$ cat src/clk_gate_pkg.sv
// Constants for the peripheral clock gate and watchdog mode block
package clk_gate_pkg;
    // Bus geometry
    localparam int          ADDR_W         = 10;
    localparam int          DATA_W         = 32;
    localparam int          REG_W          = 16;
    // Register indices (word offsets within the system control page)
    localparam logic [7:0]  IDX_PRESC      = 8'h1a;
    localparam logic [7:0]  IDX_PERIPH     = 8'h1c;
    localparam logic [7:0]  IDX_SYSCTL     = 8'h22;
    // Byte addresses are four times the index
    localparam logic [ADDR_W-1:0] ADDR_PRESC  = {IDX_PRESC, 2'b00};
    localparam logic [ADDR_W-1:0] ADDR_PERIPH = {IDX_PERIPH, 2'b00};
    localparam logic [ADDR_W-1:0] ADDR_SYSCTL = {IDX_SYSCTL, 2'b00};
    // Peripheral clock enable field positions
    localparam int          POS_EVMGR_A    = 0;
    localparam int          POS_EVMGR_B    = 1;
    localparam int          POS_CONVERTER  = 3;
    localparam int          POS_SERIAL_P   = 8;
    localparam int          POS_ASYNC_A    = 10;
    localparam int          POS_ASYNC_B    = 11;
    localparam int          POS_BUF_PORT   = 12;
    localparam int          POS_CAN        = 14;
    // Writable enable bits; all others read as zero
    localparam logic [15:0] PERIPH_MASK    = 16'h5d0b;
    localparam logic [15:0] PERIPH_RESET   = 16'h0000;
    // System control field positions and reset values
    localparam int          POS_WD_UNLOCK  = 0;
    localparam int          POS_WD_IRQSEL  = 1;
    localparam logic        WD_UNLOCK_RST  = 1'b1;
    localparam logic        WD_IRQSEL_RST  = 1'b0;
    // Prescaler field
    localparam int          PRESC_W        = 3;
    localparam logic [2:0]  PRESC_RESET    = 3'h1;
    localparam int          DIVCNT_W       = 4;
    // Number of gated clock outputs
    localparam int          NUM_GATES      = 8;
    // Bus handshake states, one-hot
    typedef enum logic [1:0] {
        BUS_IDLE = 2'b01,
        BUS_DONE = 2'b10
    } bus_state_type;
endpackage

$ cat src/clk_gate_ctrl.sv
// Peripheral clock gating, fast prescaler and watchdog mode control over APB
//
// Summary of operation
// RQ1: Bits 0,1 gate fast clock to event managers
// RQ2: Bit 3 gates fast clock to converter
// RQ3: Bit 8 gates slow clock to serial periph
// RQ4: Bit 10 gates slow clock to async A
// RQ5: Bit 11 gates slow clock to async B
// RQ6: Bit 12 gates slow clock to buffered port
// RQ7: Bit 14 gates system clock to CAN
// RQ8: All clock enables clear on reset
// RQ9: Unlock bit set permits watchdog disable changes
// RQ10: Writing one clears unlock; zero ignored
// RQ11: Unlock stays clear until reset; readable
// RQ12: Select bit routes watchdog to irq or reset
// RQ13: Select bit resets to zero, reset active
// RQ14: Three-bit prescaler field, resets to 001
// RQ15: Fast clock is system clock/2 after reset
// RQ16: Writes accepted only while protected unlock asserted
// RQ17: Code n divides by 2n, zero passes
// RQ18: Reserved bits read zero, ignore writes
//
// Added by the designer: the register offsets and the APB register port.
`timescale 1ns/1ps
module clk_gate_ctrl
    import clk_gate_pkg::*;
(
    // Clock and reset
    input  wire logic              core_clk_in,
    input  wire logic              rstn_in,
    // APB slave
    input  wire logic              psel_in,
    input  wire logic              penable_in,
    input  wire logic              pwrite_in,
    input  wire logic [ADDR_W-1:0] paddr_in,
    input  wire logic [DATA_W-1:0] pwdata_in,
    output logic                   pready_out,
    output logic      [DATA_W-1:0] prdata_out,
    output logic                   pslverr_out,
    // Processor protected-register window
    input  wire logic              protected_write_unlock_in,
    // Slow peripheral clock tick from its own prescaler
    input  wire logic              slow_periph_tick_in,
    // Watchdog expiry pulse from the watchdog counter
    input  wire logic              wd_expire_in,
    // Fast peripheral clock tick, ungated
    output logic                   fast_periph_tick_out,
    // Gated peripheral clock ticks
    output logic                   evmgr_a_clk_out,
    output logic                   evmgr_b_clk_out,
    output logic                   converter_clk_out,
    output logic                   serial_periph_clk_out,
    output logic                   async_serial_a_clk_out,
    output logic                   async_serial_b_clk_out,
    output logic                   buffered_port_clk_out,
    output logic                   can_ctrl_clk_out,
    // Watchdog mode outputs
    output logic                   wd_disable_unlock_out,
    output logic                   wd_reset_out,
    output logic                   wd_irq_out
);

    // Complete state of the block
    typedef struct packed {
        bus_state_type        bus_st;     // Bus handshake state
        logic [DATA_W-1:0]    rdata;      // Captured read data
        logic                 err;        // Captured error answer
        logic [15:0]          clk_en;     // Peripheral clock enables
        logic                 wd_unlock;  // Watchdog disable unlock
        logic                 wd_irqsel;  // Watchdog irq select
        logic [PRESC_W-1:0]   presc;      // Fast prescaler code
        logic [DIVCNT_W-1:0]  div_cnt;    // Fast divider counter
        logic                 fast_tick;  // Fast clock tick
        logic [NUM_GATES-1:0] gated;      // Gated ticks
        logic                 wd_rst;     // Watchdog reset output
        logic                 wd_irq;     // Watchdog irq output
    } state_type;

    state_type state_r;                  // Registered state
    state_type state_nxt;                // Next state

    // Decode and access helpers
    logic                   access;      // Access phase present
    logic                   hit_periph;  // Enable register addressed
    logic                   hit_sysctl;  // System control addressed
    logic                   hit_presc;   // Prescaler addressed
    logic                   mapped;      // Any register addressed
    logic                   wr_ok;       // Write commits this edge
    logic [DATA_W-1:0]      rd_mux;      // Read value before capture
    logic [DIVCNT_W-1:0]    div_last;    // Last count of fast period
    logic                   fast_tick_nxt; // Fast tick due at this edge
    logic [NUM_GATES-1:0]   gate_src;    // Tick source per gate
    logic [NUM_GATES-1:0]   gate_en;     // Enable per gate

    // Address decode; only whole-word addresses match
    assign access     = psel_in && penable_in;
    assign hit_periph = (paddr_in == ADDR_PERIPH);
    assign hit_sysctl = (paddr_in == ADDR_SYSCTL);
    assign hit_presc  = (paddr_in == ADDR_PRESC);
    assign mapped     = hit_periph || hit_sysctl || hit_presc;
    // Writes land only at the edge where pready is seen high
    assign wr_ok = access && pwrite_in && (state_r.bus_st == BUS_DONE) && mapped
                   && protected_write_unlock_in; // RQ16

    // Read mux; reserved bits forced to zero
    always_comb begin
        rd_mux = '0;
        if (hit_periph) begin
            rd_mux[15:0] = state_r.clk_en & PERIPH_MASK; // RQ18
        end else if (hit_sysctl) begin
            rd_mux[POS_WD_UNLOCK] = state_r.wd_unlock; // RQ11
            rd_mux[POS_WD_IRQSEL] = state_r.wd_irqsel;
        end else if (hit_presc) begin
            rd_mux[PRESC_W-1:0] = state_r.presc;
        end
    end

    // Final count of one fast period: 2n-1, zero for pass-through
    assign div_last = (state_r.presc == 3'h0) ? 4'h0
                    : DIVCNT_W'({state_r.presc, 1'b0} - 4'h1); // RQ17

    // Kept apart from the state copy so the gates do not loop back through it
    assign fast_tick_nxt = (state_r.div_cnt >= div_last); // RQ17

    // Map each gate to its tick source and enable bit
    generate
        for (genvar g = 0; g < NUM_GATES; g++) begin : g_gate
            localparam int POS = (g == 0) ? POS_EVMGR_A  : (g == 1) ? POS_EVMGR_B :
                                 (g == 2) ? POS_CONVERTER : (g == 3) ? POS_SERIAL_P :
                                 (g == 4) ? POS_ASYNC_A  : (g == 5) ? POS_ASYNC_B :
                                 (g == 6) ? POS_BUF_PORT : POS_CAN;
            // Fast tick for first three, slow tick next four, system clock last
            if (g < 3) begin : g_fast
                assign gate_src[g] = fast_tick_nxt; // RQ1 RQ2
            end else if (g < 7) begin : g_slow
                assign gate_src[g] = slow_periph_tick_in; // RQ3 RQ4 RQ5 RQ6
            end else begin : g_sys
                assign gate_src[g] = 1'b1; // RQ7
            end
            assign gate_en[g] = state_r.clk_en[POS];
        end
    endgenerate

    // Next-state logic
    always_comb begin
        state_nxt = state_r;
        // Bus handshake: one wait cycle so read data comes from a flop
        case (state_r.bus_st)
            BUS_IDLE: begin
                if (access) begin
                    state_nxt.bus_st = BUS_DONE;
                    state_nxt.rdata  = pwrite_in ? '0 : rd_mux;
                    // Unmapped address, or write outside the protected window
                    state_nxt.err    = !mapped || (pwrite_in && !protected_write_unlock_in); // RQ16
                end
            end
            BUS_DONE: begin
                state_nxt.bus_st = BUS_IDLE;
                state_nxt.err    = 1'b0;
            end
            default: begin
                state_nxt.bus_st = BUS_IDLE;
            end
        endcase
        // Register writes
        if (wr_ok && hit_periph) begin
            state_nxt.clk_en = pwdata_in[15:0] & PERIPH_MASK; // RQ8 RQ18
        end
        if (wr_ok && hit_sysctl) begin
            // One clears the unlock, zero leaves it; never set by software
            if (pwdata_in[POS_WD_UNLOCK]) begin
                state_nxt.wd_unlock = 1'b0; // RQ10 RQ11
            end
            state_nxt.wd_irqsel = pwdata_in[POS_WD_IRQSEL]; // RQ12
        end
        if (wr_ok && hit_presc) begin
            state_nxt.presc = pwdata_in[PRESC_W-1:0]; // RQ14
        end
        // Fast divider; a code change takes effect within the current period
        if (fast_tick_nxt) begin
            state_nxt.div_cnt   = '0;
            state_nxt.fast_tick = 1'b1; // RQ15 RQ17
        end else begin
            state_nxt.div_cnt   = state_r.div_cnt + 4'h1;
            state_nxt.fast_tick = 1'b0;
        end
        // Gated ticks follow the enable bits
        state_nxt.gated  = gate_src & gate_en;
        // Watchdog expiry routed by the select bit
        state_nxt.wd_rst = wd_expire_in && !state_r.wd_irqsel; // RQ12 RQ13
        state_nxt.wd_irq = wd_expire_in && state_r.wd_irqsel; // RQ12
    end

    // State register with synchronous reset
    always_ff @(posedge core_clk_in) begin
        if (!rstn_in) begin
            state_r           <= '0;
            state_r.bus_st    <= BUS_IDLE;
            state_r.clk_en    <= PERIPH_RESET; // RQ8
            state_r.wd_unlock <= WD_UNLOCK_RST; // RQ11
            state_r.wd_irqsel <= WD_IRQSEL_RST; // RQ13
            state_r.presc     <= PRESC_RESET; // RQ14 RQ15
        end else begin
            state_r <= state_nxt;
        end
    end

    // Outputs
    assign pready_out             = (state_r.bus_st == BUS_DONE);
    assign prdata_out             = state_r.rdata;
    assign pslverr_out            = state_r.err;
    assign fast_periph_tick_out   = state_r.fast_tick;
    assign evmgr_a_clk_out        = state_r.gated[0];
    assign evmgr_b_clk_out        = state_r.gated[1];
    assign converter_clk_out      = state_r.gated[2];
    assign serial_periph_clk_out  = state_r.gated[3];
    assign async_serial_a_clk_out = state_r.gated[4];
    assign async_serial_b_clk_out = state_r.gated[5];
    assign buffered_port_clk_out  = state_r.gated[6];
    assign can_ctrl_clk_out       = state_r.gated[7];
    assign wd_disable_unlock_out  = state_r.wd_unlock; // RQ9
    assign wd_reset_out           = state_r.wd_rst;
    assign wd_irq_out             = state_r.wd_irq;
endmodule

$ cat config.mk
export PLATFORM = sky130hd
export DESIGN_NAME = clk_gate_ctrl
export DESIGN_NICKNAME = d
export VERILOG_FILES = /design/src/clk_gate_pkg.sv /design/src/clk_gate_ctrl.sv
export SDC_FILE = /design/constraint.sdc
export NUM_CORES = 1
export LEC_CHECK = 0
export BUFFER_PORTS_ARGS = -buffer_cell sky130_fd_sc_hd__buf_2
export CAP_MARGIN = 20
export CORE_UTILIZATION = 49
export CTS_CLUSTER_DIAMETER = 60
export DETAILED_ROUTE_END_ITERATION = 7
export PLACE_DENSITY = 0.87
export SLEW_MARGIN = 20
export SYNTH_ARGS = -nofsm -noshare
export SYNTH_HDL_FRONTEND = slang
export SYNTH_SLANG_ARGS = --single-unit
$ cat constraint.sdc
create_clock -name core_clk_in -period 4.3 [get_ports core_clk_in]
set_input_delay 1.075 -clock core_clk_in [delete_from_list [all_inputs] [get_ports core_clk_in]]
set_output_delay 1.075 -clock core_clk_in [all_outputs]
set_load 0.01 [all_outputs]
==> reports/results.tsv <==
metric	value	unit
status	complete, no violations	
ys_warn_count	0	
grt_util_all_layers	17.1	%
h-tree-depth	2	
ys_seq_area_share	41.7	%
cts_tree	yes	
drv_slew	0	
die_w	64.6	um
hpwl	2520	um
syn-cell-area	1920	um2
r2r_start	state_r[15]	
worst_slew_pin_slew	564	ps
grt_max_degree	38	
drt-total-wl	3340	um
cts_setup_buffers	0	
antenna_found_initial	0	
antennaDiodeCount	0	
port-buffer-count	49	
drc	0	
synth_cells	209	
min_period	2740	ps
ant_nets	0	
syn_to_final_growth	11.8	%
place_inst	288	
grt_pass1_vias	1257	
fill_cells	355	
rsz0062_at_grt	false	
clock_latency	290	ps
drtPass1Iterations	4	
setup_tns	0	ps
start_kind	input pin	
gr-total-overflow	0	
post-route-period-util	63.7	%
synthTopCellsByArea	dfxtp_1 (42%), buf_4 (13%), mux2i_1 (6.3%)	
gp_congestion	0.845	
first_iter_violations	103	
path_class	in2reg	
yosys.area_share.simple	22.3	%
hold_path.class	reg2reg	
peakVddDrop	0.274	mV
power_per_cell_area	382	nW/um2
wire_per_inst	11.3	um
start_util	51.7	%
drive_gt1_share	25.4	%
grt_pass1_wl	5420	um
synth_compound_area_share	7.82	%
avgSynthCellArea	9.19	um2
ys_types	41	
synth_top_family_by_area	simple AND/OR/NAND/NOR gates	
async_flop_share	0	%
hold_viol	0	
multi_input_area	891	um2
cp.arrival	2960	ps
synthAdderAreaFrac	4.56	%
fin_cells	296	
synth_seq_cells	40	
io_pins	96	
clock_path_buffers	2	
dieArea	4170	um2
fmax	365	MHz
ctsHoldBuffers	0	
fp.dieH	64.6	um
p_leak	0.994	nW
synth.area.mux_share	6.25	%
worstHoldStart	prdata_out[0]	
via_count	1409	
layout_commonest_cell	buf_2	
cts_resized	0	
crit_start	paddr_in[7]	
cts.sinks	40	
regArea	801	um2
finalSetupViolCount	0	
cts_buffers	5	
nNetsFinal	304	
core-area	3720	um2
path_max_fanout	5	
yosysTopAreaCell	dfxtp_1	
synth_top_area_share	41.7	%
synth_edf_count	0	
final_cell_mix	buf_2 (49), dfxtp_1 (40), nand2_1 (27)	
cp-end-kind	register	
synth_xor_area_share	0.912	%
clkTransAtPathRegs	90	ps
final.setup_skew	8.69	ps
crit_required	4520	ps
hold_ws	461	ps
max_cap_violations	0	
relSlewSlack	62.1	%
synthFlopType	dfxtp_1	
cts-root-buf	clkbuf_8	
rows	22	
vias_per_cell	4.76	
## worst max-delay path: stages
cell and delay [ps]:
buf_2 100, or4b_1 540, or4_4 590, or4b_1 500, a21boi_1 160
## cell families (layout without fill, tap and decap cells)
group,Yosys count,in the layout
muxes,12,12
and+or+nand+nor,77,77
AOI/OAI and AO/OA,21,21
DFF,40,40
other,1,23
buffers and inverters,49,66
adders and majority gates,7,7
xor gates and xnor gates,2,2
## area by class of cell
cell class              instances  area share (%)
clock buffers                   5            3.21
clock inverters                 3            2.21
multi-input cells             142            41.5
well taps                      48            2.80
flip-flops and latches         40            37.3
inverters                       9            1.57
repair buffers                 49            11.4
## registers in the layout (all words and copies together), names as in the netlist
name / flops
pslverr_out: 1
gate_en: 8
state_r: 10
wd_reset_out: 1
async_serial_b_clk_out: 1
fast_periph_tick_out: 1
async_serial_a_clk_out: 1
can_ctrl_clk_out: 1
serial_periph_clk_out: 1
wd_irq_out: 1
wd_disable_unlock_out: 1
prdata_out: 9
evmgr_b_clk_out: 1
evmgr_a_clk_out: 1
buffered_port_clk_out: 1
converter_clk_out: 1
## layer usage
layer | vias up | track usage, % | wire [um]
met3 | 2 | 5.63 | 189
met5 | - | 0 | 0
li1 | 724 | - | -
met1 | 635 | 21.6 | 1590
met2 | 48 | 27.1 | 1530
met4 | 0 | 5.83 | 24
## stage by stage
step | cell area (um2) | setup WS (ps) | total power, mW | utilization, %
after CTS | 2150 | 1560 | 0.827 | 57.8
after global placement | 2030 | 1300 | 0.515 | 54.6
after global routing | 2150 | 1520 | 0.866 | 57.8
after detailed placement | 2030 | 1250 | 0.522 | 54.6
final | 2150 | 1560 | 0.820 | 57.8
after floorplan | 2000 | 1390 | 0.500 | -
## cells in the mapped netlist, types with 5 or more instances
| library cell | number |
|---|---|
| a22o_1 | 5 |
| nor2b_1 | 9 |
| dfxtp_1 | 40 |
| nor2_1 | 10 |
| ha_1 | 7 |
| clkbuf_1 | 7 |
| a21oi_1 | 5 |
| mux2i_1 | 12 |
| nand2_1 | 27 |
| and3_1 | 6 |
| inv_1 | 9 |
| buf_4 | 32 |
## report_power, final
part	switching, mW	internal, mW	leakage [nW]
clock network	0.133	0.175	0.0583
logic	0.0665	0.0502	0.612
registers	0.0105	0.386	0.324
total	0.210	0.611	0.994
## final timing paths
path,endpoint,slack [ps],depth (start not counted)
setup / recovery,prdata_out[3],1560,5
hold / removal,prdata_out[0],460,2
setup reg to reg,fast_periph_tick_out,2280,9
hold reg to reg,prdata_out[0],460,2
No activity file was read; power rests on OpenSTA's default activity.
